<file path="config.mk">
export PLATFORM = sky130hd
export DESIGN_NAME = osc_select_doze_divider
export DESIGN_NICKNAME = d
export VERILOG_FILES = /design/src/osc_ctrl_pkg.sv /design/src/osc_select_doze_divider.sv
export SDC_FILE = /design/constraint.sdc
export NUM_CORES = 1
export LEC_CHECK = 0
export BUFFER_PORTS_ARGS = -buffer_cell sky130_fd_sc_hd__buf_2
export CAP_MARGIN = 20
export CORE_ASPECT_RATIO = 1.1
export CORE_UTILIZATION = 51
export DETAILED_ROUTE_END_ITERATION = 6
export PLACE_DENSITY = 0.81
export SLEW_MARGIN = 20
export SYNTH_ARGS = -nofsm -noshare
export SYNTH_HDL_FRONTEND = slang
export SYNTH_SLANG_ARGS = --single-unit
</file>
<file path="constraint.sdc">
create_clock -name core_clk -period 4.4 [get_ports core_clk]
set_input_delay 0.44 -clock core_clk [delete_from_list [all_inputs] [get_ports core_clk]]
set_output_delay 0.44 -clock core_clk [all_outputs]
set_load 0.005 [all_outputs]
</file>
<file path="src/osc_ctrl_pkg.sv">
// Constants, register layouts and types for the oscillator control block
package osc_ctrl_pkg;

  // ----------------------------------------------------------------
  // Register byte offsets on the bus
  // ----------------------------------------------------------------
  localparam logic [4:0] OFF_OSC_CTRL = 5'h00;
  localparam logic [4:0] OFF_CLK_DIV = 5'h04;
  localparam logic [4:0] OFF_RC_TRIM = 5'h08;
  localparam logic [4:0] OFF_IRQ_STAT = 5'h0c;
  localparam logic [4:0] OFF_IRQ_MASK = 5'h10;

  // ----------------------------------------------------------------
  // Oscillator control field positions
  // ----------------------------------------------------------------
  localparam int ACT_LSB = 12;
  localparam int REQ_LSB = 8;
  localparam int PROT_BIT = 7;
  localparam int PLL_LOCK_BIT = 5;
  localparam int FAIL_BIT = 3;
  localparam int DRV_BIT = 2;
  localparam int SEC_EN_BIT = 1;
  localparam int SWREQ_BIT = 0;

  // ----------------------------------------------------------------
  // Clock divider field positions and reset value
  // ----------------------------------------------------------------
  localparam int ROI_BIT = 15;
  localparam int RATIO_LSB = 12;
  localparam int SLOW_EN_BIT = 11;
  localparam int POST_LSB = 8;
  localparam logic [15:0] CLK_DIV_RST = 16'h3100;

  // Trim register width and reset value
  localparam int TRIM_W = 6;
  localparam logic [TRIM_W-1:0] TRIM_RST = 6'h00;

  // Switch settling time in cycles (hand-off to clock switcher)
  localparam logic [3:0] SWITCH_CYCLES = 4'h8;

  // Interrupt status bit positions
  localparam int EV_SWITCH = 0;
  localparam int EV_FAIL = 1;
  localparam int EV_LOCK = 2;
  localparam int EV_W = 3;

  // ----------------------------------------------------------------
  // Clock source codes, shared by active and requested fields
  // ----------------------------------------------------------------
  typedef enum logic [2:0] {
    SRC_FAST_RC = 3'h0,
    SRC_FAST_RC_POSTDIV_PLL = 3'h1,
    SRC_PRIMARY = 3'h2,
    SRC_PRIMARY_PLL = 3'h3,
    SRC_SECONDARY_OSC = 3'h4,
    SRC_LOW_POWER_RC = 3'h5,
    SRC_LOW_POWER_FAST_RC_POSTDIV = 3'h6,
    SRC_FAST_RC_WITH_POSTDIV = 3'h7
  } source_t;

  // Classic Wishbone request carrier
  typedef struct packed {
    logic cyc;
    logic stb;
    logic we;
    logic [4:0] adr;
    logic [3:0] sel;
    logic [31:0] dat;
  } wb_req_t;

  // Clock outputs towards the clock tree
  typedef struct packed {
    logic [2:0] activeSource;
    logic [7:0] cpuRatioLog;
    logic [7:0] postDivLog;
    logic secondaryEnable;
    logic secondaryDriveHigh;
    logic [TRIM_W-1:0] trim;
  } clk_cfg_t;

  // Which sources use the PLL
  function automatic logic uses_pll(input logic [2:0] src);
    uses_pll = (src == SRC_PRIMARY_PLL) || (src == SRC_FAST_RC_POSTDIV_PLL);
  endfunction

endpackage

</file>
<file path="src/osc_select_doze_divider.sv">
// Oscillator select, slowdown ratio and fast RC postscaler control block
`timescale 1ns/1ps

module osc_select_doze_divider
  import osc_ctrl_pkg::*;
(
  // Clock and reset
  input wire logic core_clk,
  input wire logic rst,
  // Wishbone slave
  input wire wb_req_t wbReq,
  output logic [31:0] wbDatOut,
  output logic wbAck,
  // Boot configuration and oscillator status
  input wire logic [2:0] boot_source_config,
  input wire logic secondary_source_kind,
  input wire logic pllLockedRaw,
  input wire logic clockFailRaw,
  input wire logic cpuIrq,
  // Clock configuration outputs
  output clk_cfg_t clkCfg,
  output logic irq
);

  // ----------------------------------------------------------------
  // State
  // ----------------------------------------------------------------
  logic [2:0] activeSrc_q; // Source in use
  logic [2:0] requestedSrc_q; // Source requested by software
  logic bootCaught_q; // Boot config taken after reset
  logic protect_q; // Switch lock
  logic pllLock_q; // PLL locked status
  logic fail_q; // Clock fail flag
  logic drive_q; // Secondary drive strength
  logic secEn_q; // Secondary oscillator enable
  logic swReq_q; // Switch in progress
  logic [3:0] swCnt_q; // Switch settling counter
  logic roi_q; // Recover on interrupt
  logic [2:0] ratio_q; // Slowdown ratio code
  logic slowEn_q; // Slowdown enable
  logic [2:0] post_q; // Fast RC postscaler code
  logic [TRIM_W-1:0] trim_q; // RC trim
  logic [EV_W-1:0] irqStat_q; // Sticky events
  logic [EV_W-1:0] irqMask_q; // Event mask
  logic [2:0] lockSync_q; // Lock synchroniser
  logic [2:0] failSync_q; // Fail synchroniser
  logic [2:0] roiIrqSync_q; // Interrupt line synchroniser

  // Bus decode
  logic access;
  logic wrAccess;
  logic rdAccess;
  logic [15:0] wdat;
  logic switchDone;
  logic failEvent;
  logic lockRise;
  logic irqEvent;
  logic [15:0] oscRead;
  logic [15:0] divRead;

  // Access is taken on the first cycle, ack returns one cycle later
  assign access = wbReq.cyc && wbReq.stb && !wbAck;
  // Writes land at the edge that completes the cycle, with ack high,
  // so a master that drops the cycle early leaves the registers alone
  assign wrAccess = wbReq.cyc && wbReq.stb && wbReq.we && wbAck;
  // Reads capture data at the taking edge, so it stands with ack
  assign rdAccess = access && !wbReq.we;
  assign wdat = wbReq.dat[15:0];

  // Writes honour the low byte-enable lane pair only as whole register
  function automatic logic hit(input logic [4:0] off);
    hit = (wbReq.adr == off) && (wbReq.sel[1:0] == 2'h3);
  endfunction

  // ----------------------------------------------------------------
  // Synchronisers for asynchronous status inputs
  // ----------------------------------------------------------------
  always_ff @(posedge core_clk)
  begin
    if (rst)
    begin
      lockSync_q <= 3'h0;
      failSync_q <= 3'h0;
      roiIrqSync_q <= 3'h0;
    end
    else
    begin
      lockSync_q <= {lockSync_q[1:0], pllLockedRaw};
      failSync_q <= {failSync_q[1:0], clockFailRaw};
      roiIrqSync_q <= {roiIrqSync_q[1:0], cpuIrq};
    end
  end

  // Changes count once second and third stages agree
  // The first stage may be metastable, so only the later two are read
  assign failEvent = failSync_q[1] && failSync_q[2];
  // A lock rise is only an event while a PLL source runs and no switch ends
  assign lockRise = uses_pll(activeSrc_q) && !switchDone && lockSync_q[1] && lockSync_q[2]
    && !pllLock_q;
  assign irqEvent = roiIrqSync_q[1] && roiIrqSync_q[2];

  // ----------------------------------------------------------------
  // Bus acknowledge
  // ----------------------------------------------------------------
  always_ff @(posedge core_clk)
  begin
    if (rst)
      wbAck <= 1'b0;
    else
      wbAck <= access;
  end

  // ----------------------------------------------------------------
  // Clock switch: requested source and switch sequence
  // ----------------------------------------------------------------
  // A switch runs for a fixed settling count; the request bit reads as one
  // until the new source is in use, which is how software polls for the end
  assign switchDone = swReq_q && (swCnt_q == SWITCH_CYCLES);

  // Boot configuration is taken once, on the first cycle out of reset

  always_ff @(posedge core_clk)
  begin
    if (rst)
    begin
      bootCaught_q <= 1'b0;
      requestedSrc_q <= 3'h0;
    end
    else if (!bootCaught_q)
    begin
      bootCaught_q <= 1'b1;
      requestedSrc_q <= boot_source_config;
    end
    // Protect bit blocks source changes
    else if (wrAccess && hit(OFF_OSC_CTRL) && !protect_q)
      requestedSrc_q <= wdat[REQ_LSB +: 3];
  end

  // The switch counter only runs while a request is pending
  always_ff @(posedge core_clk)
  begin
    if (rst)
    begin
      activeSrc_q <= 3'h0;
      swReq_q <= 1'b0;
      swCnt_q <= 4'h0;
    end
    else if (switchDone)
    begin
      activeSrc_q <= requestedSrc_q;
      swReq_q <= 1'b0;
      swCnt_q <= 4'h0;
    end
    else if (swReq_q)
      swCnt_q <= swCnt_q + 4'h1;
    else if (wrAccess && hit(OFF_OSC_CTRL) && wdat[SWREQ_BIT] && !protect_q && bootCaught_q)
      swReq_q <= 1'b1;
  end

  // ----------------------------------------------------------------
  // Lock protect, PLL lock and fail flag
  // ----------------------------------------------------------------
  // Once set, only a reset clears the lock; no write can release it
  always_ff @(posedge core_clk)
  begin
    if (rst)
      protect_q <= 1'b0;
    else if (wrAccess && hit(OFF_OSC_CTRL) && wdat[PROT_BIT])
      protect_q <= 1'b1;
  end

  always_ff @(posedge core_clk)
  begin
    if (rst)
      pllLock_q <= 1'b0;
    else if (switchDone || !uses_pll(activeSrc_q))
      pllLock_q <= 1'b0;
    // Status follows the input once both late stages agree, else holds
    else if (lockSync_q[1] == lockSync_q[2])
      pllLock_q <= lockSync_q[2];
  end

  // A failure that lands with a clearing write keeps the flag set
  always_ff @(posedge core_clk)
  begin
    if (rst)
      fail_q <= 1'b0;
    else if (failEvent)
      fail_q <= 1'b1;
    else if (wrAccess && hit(OFF_OSC_CTRL) && !wdat[FAIL_BIT])
      fail_q <= 1'b0;
  end

  // Secondary oscillator controls
  // Drive and enable are free of the lock; they do not move the source
  always_ff @(posedge core_clk)
  begin
    if (rst)
    begin
      drive_q <= 1'b0;
      secEn_q <= 1'b0;
    end
    else if (wrAccess && hit(OFF_OSC_CTRL))
    begin
      drive_q <= wdat[DRV_BIT];
      secEn_q <= wdat[SEC_EN_BIT];
    end
  end

  // ----------------------------------------------------------------
  // Clock divider register
  // ----------------------------------------------------------------
  // Ratio and postscaler codes take effect on the next clock
  always_ff @(posedge core_clk)
  begin
    if (rst)
    begin
      roi_q <= CLK_DIV_RST[ROI_BIT];
      ratio_q <= CLK_DIV_RST[RATIO_LSB +: 3];
      post_q <= CLK_DIV_RST[POST_LSB +: 3];
    end
    else if (wrAccess && hit(OFF_CLK_DIV))
    begin
      roi_q <= wdat[ROI_BIT];
      ratio_q <= wdat[RATIO_LSB +: 3];
      post_q <= wdat[POST_LSB +: 3];
    end
  end

  // Interrupt recovery overrides a write in the same cycle
  always_ff @(posedge core_clk)
  begin
    if (rst)
      slowEn_q <= CLK_DIV_RST[SLOW_EN_BIT];
    else if (roi_q && irqEvent)
      slowEn_q <= 1'b0;
    else if (wrAccess && hit(OFF_CLK_DIV))
      slowEn_q <= wdat[SLOW_EN_BIT];
  end

  // Trim code is handed on unchanged; the oscillator steps linearly
  // trim register storage
  always_ff @(posedge core_clk)
  begin
    if (rst)
      trim_q <= TRIM_RST;
    else if (wrAccess && hit(OFF_RC_TRIM))
      trim_q <= wdat[TRIM_W-1:0];
  end

  // ----------------------------------------------------------------
  // Interrupt status and mask
  // ----------------------------------------------------------------
  // A switch end, a lock rise, or a failure while the fail flag is clear sets a sticky status bit; a read of the status register
  // clears it, and an event in the clearing cycle is not lost
  always_ff @(posedge core_clk)
  begin
    if (rst)
      irqStat_q <= '0;
    else
    begin
      // Set wins over read clear
      irqStat_q <= ((rdAccess && wbReq.adr == OFF_IRQ_STAT) ? '0 : irqStat_q)
        | {lockRise, failEvent && !fail_q, switchDone};
    end
  end

  // Mask register, same layout as status
  always_ff @(posedge core_clk)
  begin
    if (rst)
      irqMask_q <= '0;
    else if (wrAccess && hit(OFF_IRQ_MASK))
      irqMask_q <= wdat[EV_W-1:0];
  end

  // Level interrupt while any unmasked status bit is set
  assign irq = |(irqStat_q & irqMask_q);

  // ----------------------------------------------------------------
  // Read mux
  // ----------------------------------------------------------------
  // Register images with unused positions held at zero
  always_comb
  begin
    oscRead = '0;
    oscRead[ACT_LSB +: 3] = activeSrc_q;
    oscRead[REQ_LSB +: 3] = requestedSrc_q;
    oscRead[PROT_BIT] = protect_q;
    oscRead[PLL_LOCK_BIT] = pllLock_q;
    oscRead[FAIL_BIT] = fail_q;
    oscRead[DRV_BIT] = drive_q;
    oscRead[SEC_EN_BIT] = secEn_q;
    oscRead[SWREQ_BIT] = swReq_q;
    divRead = '0;
    divRead[ROI_BIT] = roi_q;
    divRead[RATIO_LSB +: 3] = ratio_q;
    divRead[SLOW_EN_BIT] = slowEn_q;
    divRead[POST_LSB +: 3] = post_q;
  end

  // Read data is registered and holds its value until the next read is taken
  always_ff @(posedge core_clk)
  begin
    if (rst)
      wbDatOut <= '0;
    else if (rdAccess)
    begin
      case (wbReq.adr)
        OFF_OSC_CTRL: wbDatOut <= {16'h0000, oscRead};
        OFF_CLK_DIV: wbDatOut <= {16'h0000, divRead};
        OFF_RC_TRIM: wbDatOut <= {26'h0, trim_q};
        OFF_IRQ_STAT: wbDatOut <= {29'h0, irqStat_q};
        OFF_IRQ_MASK: wbDatOut <= {29'h0, irqMask_q};
        // Unmapped reads return zero
        default: wbDatOut <= '0;
      endcase
    end
  end

  // ----------------------------------------------------------------
  // Clock configuration outputs
  // ----------------------------------------------------------------
  // Outputs are registered so the clock tree sees glitch-free settings
  // Code 7 of the postscaler means 256, which does not fit eight bits
  always_ff @(posedge core_clk)
  begin
    if (rst)
      clkCfg <= '0;
    else
    begin
      clkCfg.activeSource <= activeSrc_q;
      // ratio 1:2^n, forced 1:1 when off
      clkCfg.cpuRatioLog <= slowEn_q ? (8'h01 << ratio_q) : 8'h01;
      // fast RC postscaler; low-power fast RC
      if (activeSrc_q == SRC_FAST_RC_WITH_POSTDIV
          || activeSrc_q == SRC_LOW_POWER_FAST_RC_POSTDIV)
        clkCfg.postDivLog <= (post_q == 3'h7) ? 8'hff : (8'h01 << post_q);
      else
        clkCfg.postDivLog <= 8'h01;
      clkCfg.secondaryEnable <= secEn_q;
      clkCfg.secondaryDriveHigh <= secondary_source_kind ? drive_q : 1'b0;
      clkCfg.trim <= trim_q;
    end
  end

endmodule // osc_select_doze_divider

</file>
; Yosys cells after proc, flatten, opt, wreduce, memory -nomap -nowiden
; Index checks and enable logic that the tools add are counted.
[classes]
addsub = 1
reduce_logical = 49
muxes = 12
shifts = 2
n_eq_ne = 13
n_bitwise = 5
[ops]
columns = cell, count
row1 = $pmux 16 s5, 1
row2 = $logic_and 1x1->1, 29
row3 = $shl 1x3->8 const A, 2
row4 = $reduce_or 2->1, 6
row5 = $eq 5x4->1 const B, 2
row6 = $eq 3x3->1 const B, 3
row7 = $mux 3, 3
row8 = $logic_not 1->1, 8
row9 = $mux 8, 1
row10 = $mux 1, 7
row11 = $eq 5x3->1 const B, 1
row12 = $eq 5x5->1 const B, 1
row13 = $logic_not 5->1, 1
row14 = $add 4x1->4 const B, 1
row15 = $eq 4x4->1 const B, 1
row16 = $and 3x3->3, 1
row17 = $eq 3x1->1 const B, 1
row18 = $eq 3x2->1 const B, 1
row19 = $logic_or 1x1->1, 3
row20 = $not 1->1, 3
row21 = $or 3x3->3, 1
row22 = $reduce_or 3->1, 1
row23 = $eq 2x2->1 const B, 1
row24 = $ne 2x1->1 const B, 1
row25 = 2 further kinds, 2
[word_totals]
out_inout_bits = 61
regBits = 106
inputBits = 53
wordCells = 112

; Longest topological paths before layout
; Gate-level depths: netlist of the first run.
[depth]
word_depth = 9
mapped_depth = 7
ltp_nobuf = 5

; Worst setup path after synthesis of the first run
; Ideal clock, no wire load.
[synth_timing]
kind = in2reg
start = input port wbReq[40] (netlist name)
end = register trim_q[2]
required_ns = 4.284
arrival_time_ns = 1.994
setup_ns = 0.116
setup_slack_ns = 2.290
path_buffers = 3
path_stages = 7
cell_sequence = buf_6 > or4b_2 > clkbuf_1 > nor4_2 > buf_2 > nor2b_1 > a31o_2
[synth_between]
elab_chain_len = 3
[synth_lines]
columns = item, line
row1 = from (decl), osc_select_doze_divider.sv:11  ; input wire wb_req_t wbReq,
row2 = $eq 5x4->1, osc_select_doze_divider.sv:72  ; hit = (wbReq.adr == off) && (wbReq.sel[1:0] == 2'h3);
row3 = $logic_and 1x1->1, osc_select_doze_divider.sv:72
row4 = $logic_and 1x1->1, osc_select_doze_divider.sv:247  ; else if (wrAccess && hit(OFF_RC_TRIM))
row5 = to (signal assigned), osc_select_doze_divider.sv:248  ; trim_q <= wdat[TRIM_W-1:0];
row6 = to (decl), osc_select_doze_divider.sv:42  ; logic [TRIM_W-1:0] trim_q;
; No other way between the ends.
; A chain may end at the register's enable or synchronous reset.

; Worst setup path after layout of the first run
[layout_timing]
start = input port wbReq[37] (netlist name)
end = register trim_q[3]
; The elaborated chain is that of the path after synthesis.

==> results.md, run 1 <==
- Cell Area, Placed: 3710 sq um
- Via-to-Cell Ratio: 5.26
- Storage cell area: 1780 sq um
- Clock Tree Buf Depth: 2
- Max-slew headroom: 32.2%
- CP Depth: 5
- Fill cell count: 526
- Hold Path Depth: 2
- Fin crit period: 2260 ps
- Vias in the first global route: 2,343
- Worst path cell trace: buf_2 > or4b_2 > nor4_2 > nor2b_1 > a31o_2
- Post-DRT Antenna Nets: 0
- WL final: 7.03 mm
- Syn avg cell area: 10.1 sq um
- Grt met3 use: 4.29%
- Die width: 79.3 um
- Power Density: 385 nW/um^2
- Most Used Layer, Global Route: met2
- Worst-Skew Late Latency: 350 ps
- Max stage delay on crit path: 790 ps
- Antenna violations before repair: 0
- Routed len/inst: 14.4 um
- Die Height: 87.0 um
- Largest net degree at the start of global routing: 49
- Worst Path Required: 4640 ps
- CP Launch Type: input pin
- GRT overflow: 0
- CP top delay family: simple AND/OR/NAND/NOR gates
- Kind of critical path: input pin to flip-flop
- Tcrit/Tclk final: 51.3%
- Hpwl dp: 4.83 mm
- Hold crit path type: input pin to flip-flop
- Depth of the CTS H-tree: 3
- GRT Util Overall: 21.8%
- Worst r2r path cells: 4
- Static Leak: 1.73 nW
- FF-to-FF End: trim_q[3]
- Core area: 6270 sq um
- Register bit total from synthesis: 89
- Die area: 6890 sq um
- Top-count cell post-synth: dfxtp_1
- Unrepaired setup endpoints after global routing: false
- Worst path slowest cell: nor4_2
- Worst setup endpoint: trim_q[3]
- Postcts setup bufs: 0
- Total CTS buffers: 9
- DR DRC count: 0
- CTS tree: done
- Syn-to-layout area delta: 17.7%
- Reg2reg start: wbAck
- CP bufs+invs: 1
- Clk sinks: 89
- Hold Violations, Final: 0
- Setup WS pre-CTS: 1780 ps
- Top Ports: 114
- Commonest cells in the netlist: dfxtp_1, nor2_1, mux2i_1
- Starting Density: 53.4%
- Initial DRT Pass Iterations: 6
- Final #Nets: 457
- Max IR drop VDD: 237 uV
- # setup viols final: 0
- Critical path origin: wbReq[37]
- Synth warnings: 0
- Max Cap Viol: 0
- Root Buffer: clkbuf_8
- Diodes inserted: 0
- FFs w/ async S/R, synth: 0%
- Status: completed
- Post-synth EDFFs: 0
- First-pass GRT wire length: 11.4 mm
- Post-synth cell types: 43
- Layout cells sized above 1: 26.0%
- Final setup margin: 2140 ps
- Most used flip-flop cell after synthesis: dfxtp_1
- Area of the multi-input gates: 1410 sq um
- Setup_tns: 0 ps
- Met1 Usage GRT: 27.5%
- Starting DRT DRC Count: 159
- Area share of the largest cell type after synthesis: 53.2%
- PortBufs: 77
- Number of vias in the routed layout: 2,563
- Worst EP arrival: 2500 ps
- M2 GR Usage: 35.0%
- Clock Skews: 11.7 ps
- Crit path capture type: flip-flop
- Slew @ Worst Pin: 1010 ps
- Max Fclk: 0.443 GHz
- Clock slew at reported path FFs: 90 ps
- Fin. max-slew vios: 0
- R2R Setup Slk: 2290 ps
- Final RePlAce weighted congestion: 0.780
- Syn Inst Count: 331
- Post-cts resize count: 0
- CTS Hold Buffers Added: 0
- Register area share after synthesis: 53.2%
- Standard-cell rows: 30
- Post-synth top area cell: dfxtp_1
- Synthesized cell area: 3350 sq um
- Design area: 3940 sq um
- Synth top area cells: dfxtp_1, mux2i_1, nor2b_1
- CP max FO: 12
metal layers:
layer	part of all wire [%]	wire length (um)
met4	2.3	163
met5	0	0
met2	49	3430
met3	5.6	391
met1	43	3050
kinds of logic (layout without fill, tap and decap cells):
logic type | count (synthesis) | after routing | synth area share (%)
AO/OA/AOI/OAI | 52 | 52 | 11.5
XOR/XNOR | 5 | 5 | 1.31
adder cells (fa/ha/maj) | 3 | 3 | 1.05
buffers and inverters | 40 | 100 | 6.69
flip-flops | 89 | 89 | 53.2
multiplexers | 26 | 26 | 7.77
other | 1 | 17 | 0.112
AND/OR/NAND/NOR | 115 | 115 | 18.4
through the flow:
| step | util, % | std cells | power (mW) | hold slack, ps |
|---|---|---|---|---|
| 2_1_floorplan | - | 347 | 0.880 | 410 |
| 3_3_place_gp | 59.0 | 471 | 0.893 | 415 |
| 3_5_place_dp | 59.1 | 471 | 0.894 | 420 |
| 4_1_cts | 62.9 | 487 | 1.53 | 284 |
| 5_1_grt | 62.9 | 487 | 1.57 | 284 |
| 6_report | 62.9 | 487 | 1.52 | 296 |
cell usage in the layout, fill, tap and decap left out, types with 2 or more instances in the layout:
cell type  Yosys  final
or4_1          2      2
dfxtp_1       89     89
a32o_1         2      2
nor4bb_1       2      2
a22oi_1        8      8
nand2_1       16     16
o2bb2ai_1     12     12
nor4_2         1      2
nand2b_1       3      3
or3_1          4      4
nor3_1         6      6
and3_1         6      6
a21oi_1       14     14
inv_6          0      2
bufinv_16      0      2
xnor2_1        3      3
nand4_1        2      2
o22a_1         3      3
ha_1           2      2
or2_2          2      2
inv_1          5      5
clkbuf_8       0     10
buf_2          2     77
xor2_1         2      2
a31o_2         6      6
nor2_1        35     35
o21ai_0        3      3
conb_1         1     17
mux2i_1       26     26
nor2b_1       25     25
nand3_1        6      6
state kept, by name, indices dropped and copies added, names as in the netlist, 3 cells and up:
signal,flops
ratio_q,3
wbDatOut,15
swCnt_q,4
clkCfg,27
irqMask_q,3
post_q,3
lockSync_q,3
irqStat_q,3
roiIrqSync_q,3
failSync_q,3
requestedSrc_q,3
activeSrc_q,3
trim_q,6
layout make-up:
class	instances	share of cell area [%]
Sequential cell	89	45.2
Clock buffer	10	3.49
Multi-Input combinational cell	218	35.8
Tap cell	80	2.54
Clock inverter	6	2.45
Inverter	6	0.572
Timing Repair Buffer	78	9.97
worst min path at each step:
stage | slack [ps] | end | start
after floorplan | 410 | slowEn_q | roiIrqSync_q[2]
final | 300 | lockSync_q[0] | pllLockedRaw
after global routing | 280 | roiIrqSync_q[0] | cpuIrq
after CTS | 280 | lockSync_q[0] | pllLockedRaw
after detailed placement | 420 | slowEn_q | roiIrqSync_q[2]
after global placement | 410 | slowEn_q | roiIrqSync_q[2]
power by group:
group | internal (mW) | total [mW] | switching, mW
registers | 0.812 | 0.817 | 0.00464
logic | 0.0219 | 0.0592 | 0.0373
clock network | 0.343 | 0.641 | 0.297
(Power assumes the default switching activity.)
==> run 2, diff against run 1 <==
Settings changed: CORE_UTILIZATION 51 to 49, PLACE_DENSITY 0.81 to 0.78.
Clock period 4.4 ns to 2.2 ns, I/O delays scaled along.
==> run 2 against run 1 <==
  * Routed wire length shrank 1.9%
  * Sequential share of layout area shrank 0.71 points
  * Critical path depth is the same
  * Worst setup slack lost 1800 ps
  * Non-clock buffer count grew 8
  * Flip-flop and latch count is the same
  * Global-route usage shrank 1.8 points
  * Register-to-register slack lost 1900 ps
  * Cell count grew 2.1%
  * First-iteration DRC count shrank 34%
  * Clock power grew 97%
  * Critical endpoint is now drive_q
  * Largest cell class unchanged
==> results.md, run 2 (synthesis results as in run 1) <==
- Die Height: 88.7 um (was 87.0 um)
- Fill cell count: 555 (was 526)
- DR DRC count: 0 (unchanged)
- Final #Nets: 465 (was 457)
- M1 WL: 3.11 mm (was 3.05 mm)
- Commonest non-fill, non-tap cell in the layout: dfxtp_1 (unchanged)
- Fin. max-slew vios: 0 (unchanged)
- Syn-to-layout area delta: 19.5% (was 17.7%)
- Max Cap Viol: 0 (unchanged)
- Post-route core utilization: 60.7% (was 62.9%)
- Worst Path Required: 2440 ps (was 4640 ps)
- Hold Violations, Final: 0 (unchanged)
- Post-DRT Antenna Nets: 0 (unchanged)
- Clock Skews: 10.0 ps (was 11.7 ps)
- WL final: 6.90 mm (was 7.03 mm)
- Root Buffer: clkbuf_8 (unchanged)
- Top Ports: 114 (unchanged)
- CP Launch Type: flip-flop (was input pin)
- Post-cts resize count: 0 (unchanged)
- GRT Util Overall: 20.0% (was 21.8%)
- Met3 Wirelength: 376 um (was 391 um)
- Largest reg by FF count: clkCfg (unchanged)
- Max-slew headroom: 60.5% (was 32.2%)
- Standard-cell rows: 31 (was 30)
- Worst EP arrival: 2090 ps (was 2500 ps)
- Postcts setup bufs: 0 (unchanged)
- # setup viols final: 0 (unchanged)
- Final setup margin: 350 ps (was 2140 ps)
- Static Leak: 1.78 nW (was 1.73 nW)
- Layout cells sized above 1: 27.0% (was 26.0%)
- CP max FO: 5 (was 12)
- Area of the multi-input gates: 1400 sq um (was 1410 sq um)
- Initial DRT Pass Iterations: 4 (was 6)
- Die width: 80.8 um (was 79.3 um)
- Setup WS pre-CTS: 305 ps (was 1780 ps)
- CTS tree: done (unchanged)
- Clock Tree Buf Depth: 2 (unchanged)
- Kind of critical path: flip-flop to flip-flop (was input pin to flip-flop)
- Max IR drop VDD: 484 uV (was 237 uV)
- Diodes inserted: 0 (unchanged)
- Largest net degree at the start of global routing: 35 (was 49)
- DR top layer: met4 (unchanged)
- Core area: 6590 sq um (was 6270 sq um)
- Slew @ Worst Pin: 590 ps (was 1010 ps)
- Hpwl dp: 4.98 mm (was 4.83 mm)
- PortBufs: 77 (unchanged)
- Routed len/inst: 13.9 um (was 14.4 um)
- Commonest non-fill, non-tap cells in the layout: dfxtp_1, buf_2, nor2_1 (unchanged)
- Clk sinks: 89 (unchanged)
- Crit path capture type: flip-flop (unchanged)
- Status: completed (unchanged)
- Top flop regs: clkCfg (27), wbDatOut (15), trim_q (6) (unchanged)
- Met2 Wirelength: 3.30 mm (was 3.43 mm)
- Number of vias in the routed layout: 2,547 (was 2,563)
- Largest register FFs: 27 (unchanged)
- Depth of the CTS H-tree: 3 (unchanged)
- Fin crit period: 1850 ps
- CTS Hold Buffers Added: 0 (unchanged)
- Setup_tns: 0 ps (unchanged)
- Die area: 7170 sq um (was 6890 sq um)
- GRT overflow: 0 (unchanged)
- Tcrit/Tclk final: 84.1%
- Final RePlAce weighted congestion: 0.815 (was 0.780)
- Power Density: 754 nW/um^2 (was 385 nW/um^2)
- Clock slew at reported path FFs: 90 ps (about the same)
- Total CTS buffers: 9 (unchanged)
- Via-to-Cell Ratio: 5.12 (was 5.26)
- Unrepaired setup endpoints after global routing: false (unchanged)
- Storage cell area: 1780 sq um (unchanged)
- Final hold slack: 78.3 ps (was 296 ps)
- First-pass GRT wire length: 10.7 mm (was 11.4 mm)
- Starting Density: 50.8% (was 53.4%)
- Vias in the first global route: 2,271 (was 2,343)
- Hold crit path type: input pin to flip-flop (unchanged)
- Antenna violations before repair: 0 (unchanged)
- Max Fclk: 0.541 GHz
- Worst-Skew Late Latency: 350 ps (about the same)
- Starting DRT DRC Count: 105 (was 159)
run 2: cell types whose count changed in the layout (fill, tap and decap cells not counted):
cell | before | now
buf_4 | 1 | 8
buf_12 | 0 | 1
clkbuf_1 | 0 | 1
clkinv_4 | 0 | 1
clkinvlp_4 | 1 | 0
inv_8 | 1 | 0
nor4_1 | 0 | 1
nor4_2 | 2 | 1
run 2: final timing paths:
path                                 startpoint  slack [ps]  cells after the start         end
worst max-delay path                      wbAck         350                      5     drive_q
worst min-delay path                  wbReq[13]          80                      3  ratio_q[1]
worst max register to register            wbAck         350                      5     drive_q
worst min register to register  roiIrqSync_q[2]         440                      1    slowEn_q
run 2: per-layer routing:
layer  track usage (%)  up-vias
li1                  -     1281
met4              8.77        0
met1              26.5     1179
met3              4.64        9
met2              31.2       78
met5                 0        -
run 2: per-stage QoR:
| step | instance area, sq um | instances | total power [mW] |
|---|---|---|---|
| finish | 4000 | 497 | 3.02 |
| global route | 4000 | 497 | 3.12 |
| CTS | 4000 | 497 | 3.04 |
| detailed placement | 3770 | 481 | 1.80 |
| global placement | 3770 | 481 | 1.80 |
| floorplan | 3410 | 347 | 1.76 |
run 2: report_power, final:
part,leakage (nW),internal (mW),switching [mW],total [mW]
Sequential,0.720,1.62,0.00929,1.63
Clock,0.115,0.682,0.574,1.26
Combinational,0.942,0.0513,0.0757,0.127
Total,1.78,2.36,0.659,3.02
run 2: area by class of cell:
class	instances	area share [%]
Sequential cell	89	44.5
Multi-Input combinational cell	218	35.0
Timing Repair Buffer	86	11.6
Clock buffer	11	3.53
Tap cell	82	2.56
Clock inverter	5	2.16
Inverter	6	0.563
run 2: critical path, cell delays in order (launching register included):
cell	delay (ps)
dfxtp_1	400
nand4_1	290
nor4_1	580
buf_4	240
mux2i_1	180
nor2_1	50
==> run 3, diff against run 2 <==
Settings changed: CORE_UTILIZATION 49 to 45, PLACE_DENSITY 0.78 to 0.76.
Clock period 2.2 ns to 1.5 ns, I/O delays scaled along.
==> run 3 against run 2 <==
  * The flow now finishes with violations (DRC)
  * Critical endpoint is now irqMask_q[0]
  * Flip-flop and latch count stayed put
  * Core utilization is 0.80 points lower
  * Count of clock-buffer cells in the layout is 1 lower
==> results.md, run 3 (synthesis results as in run 1) <==
- Total power: 4.33 mW (was 3.02 mW)
- Grt met3 use: 4.81% (was 4.64%)
- Worst path cell trace: nand4_1 > or4_1 > mux2i_1 > nor2_1 (was nand4_1 > nor4_1 > buf_4 > mux2i_1 > nor2_1)
- DR DRC count: 14 (was 0)
- PortBufs: 77 (unchanged)
- Die Height: 92.5 um (was 88.7 um)
- Tcrit/Tclk final: 98.1% (was 84.1%)
- Hpwl dp: 5.34 mm (was 4.98 mm)
- Static Leak: 1.91 nW (was 1.78 nW)
- Met1 Usage GRT: 25.4% (was 26.5%)
- Clock Tree Buf Depth: 2 (unchanged)
- Hold Violations, Final: 0 (unchanged)
- Die width: 84.2 um (was 80.8 um)
- Depth of the CTS H-tree: 3 (unchanged)
- Hold crit path type: input pin to flip-flop (unchanged)
- Max-slew headroom: 61.4% (was 60.5%)
- First-pass GRT wire length: 12.0 mm (was 10.7 mm)
- Die area: 7790 sq um (was 7170 sq um)
- Final hold slack: 14.0 ps (was 78.3 ps)
- R2R Setup Slk: 30 ps (was 350 ps)
- CP top delay family: simple AND/OR/NAND/NOR gates (unchanged)
- Status: finished with violations (was completed)
- Max IR drop VDD: 597 uV (was 484 uV)
- WL final: 7.60 mm (was 6.90 mm)
- Slew @ Worst Pin: 579 ps (was 590 ps)
- Commonest non-fill, non-tap cells in the layout: dfxtp_1, buf_2, nor2_1 (unchanged)
- Crit path capture type: flip-flop (unchanged)
- Worst path slowest cell: or4_1 (was nor4_1)
- Worst EP arrival: 1740 ps (was 2090 ps)
- Number of vias in the routed layout: 2,646 (was 2,547)
- Failing checks: DRC
- Core area: 7090 sq um (was 6590 sq um)
- Largest register FFs: 27 (unchanged)
- CP max FO: 3 (was 5)
- Max Cap Viol: 0 (unchanged)
- Max Fclk: 0.680 GHz (was 0.541 GHz)
- Most Used Layer, Global Route: met2 (unchanged)
- Worst-Skew Late Latency: 370 ps (was 350 ps)
- Routed len/inst: 14.5 um (was 13.9 um)
- Fin crit period: 1470 ps (was 1850 ps)
- Fill cell count: 594 (was 555)
- Layout cells sized above 1: 31.1% (was 27.0%)
- Antenna violations before repair: 0 (unchanged)
- Standard-cell rows: 32 (was 31)
- Starting DRT DRC Count: 154 (was 105)
- Commonest non-fill, non-tap cell in the layout: dfxtp_1 (unchanged)
- Largest reg by FF count: clkCfg (unchanged)
- CTS tree: done (unchanged)
- Fin. max-slew vios: 0 (unchanged)
- M2 GR Usage: 32.3% (was 31.2%)
- Total CTS buffers: 9 (unchanged)
- Initial DRT Pass Iterations: 6 (was 4)
- Top Ports: 114 (unchanged)
- Max stage delay on crit path: 650 ps (was 580 ps)
- GRT Util Overall: 20.2% (was 20.0%)
- Kind of critical path: flip-flop to flip-flop (unchanged)
- Syn-to-layout area delta: 26.8% (was 19.5%)
- # setup viols final: 0 (unchanged)
- Power Density: 1020 nW/um^2 (was 754 nW/um^2)
- Via-to-Cell Ratio: 5.04 (was 5.12)
- Post-route core utilization: 59.9% (was 60.7%)
- Diodes inserted: 0 (unchanged)
- CP Launch Type: flip-flop (unchanged)
- Unrepaired setup endpoints after global routing: true (was false)
- Root Buffer: clkbuf_8 (unchanged)
- Starting Density: 47.2% (was 50.8%)
- Clock Skews: 12.4 ps (was 10.0 ps)
- Worst Path Required: 1770 ps (was 2440 ps)
- Clock slew at reported path FFs: 100 ps (was 90 ps)
- Largest net degree at the start of global routing: 33 (was 35)
- Vias in the first global route: 2,486 (was 2,271)
- Clk sinks: 89 (unchanged)
- CP bufs+invs: 0 (was 1)
- GRT overflow: 0 (unchanged)
- Top flop regs: clkCfg (27), wbDatOut (15), trim_q (6) (unchanged)
- Final #Nets: 490 (was 465)
- Final RePlAce weighted congestion: 0.812 (was 0.815)
- Post-DRT Antenna Nets: 0 (unchanged)
## run 3: power by group
group          switching [mW]  internal, mW
sequential             0.0140          2.38
clock                   0.909         0.794
combinational           0.128         0.105
## run 3: layer usage
layer / up-vias / routed length, um
met5: - / 0
met4: 0 / 143
met3: 13 / 309
met2: 58 / 3690
met1: 1242 / 3450
li1: 1333 / -
## run 3: final cells by class
type	instances	area, sq um	share of cell area [%]
flip-flops and latches	89	1780	42.0
multi-input cells	218	1450	34.2
repair buffers	111	681	16.0
clock buffers	10	128	3.01
well taps	85	106	2.51
clock inverters	6	73.8	1.74
inverters	6	22.5	0.531
## run 3: worst reg2reg max path: cells and delay by family, from the launching register on
kind,cells,cell delay [ps]
AND/OR/NAND/NOR,3,830
flip-flops,1,340
multiplexers,1,210
## run 3: what timing repair did
action / CTS / global route
endpoints found under the setup margin: 3 / 21
hold buffers: 6 / 0
endpoints found under the hold margin: 6 / 0
pin swaps: 0 / 0
gates resized for setup: 1 / 3
setup buffers: 0 / 0
## run 3: path summary, 6_finish.rpt
check / depth (start not counted) / to / startpoint
worst max register to register: 4 / irqMask_q[0] / wbAck
worst min-delay path: 3 / ratio_q[2] / wbReq[14]
worst max-delay path: 4 / irqMask_q[0] / wbAck
worst min register to register: 1 / slowEn_q / roiIrqSync_q[2]
## run 3: per-stage QoR
| stage | area (sq um) | setup TNS [ps] | setup slack [ps] | instances |
|---|---|---|---|---|
| CTS | 4230 | 0 | 4.08 | 525 |
| finish | 4250 | 0 | 28.4 | 525 |
| detailed placement | 3960 | -3430 | -189 | 503 |
| floorplan | 3460 | -2560 | -169 | 347 |
| global placement | 3960 | -2630 | -139 | 503 |
| global route | 4250 | -223 | -47.6 | 525 |
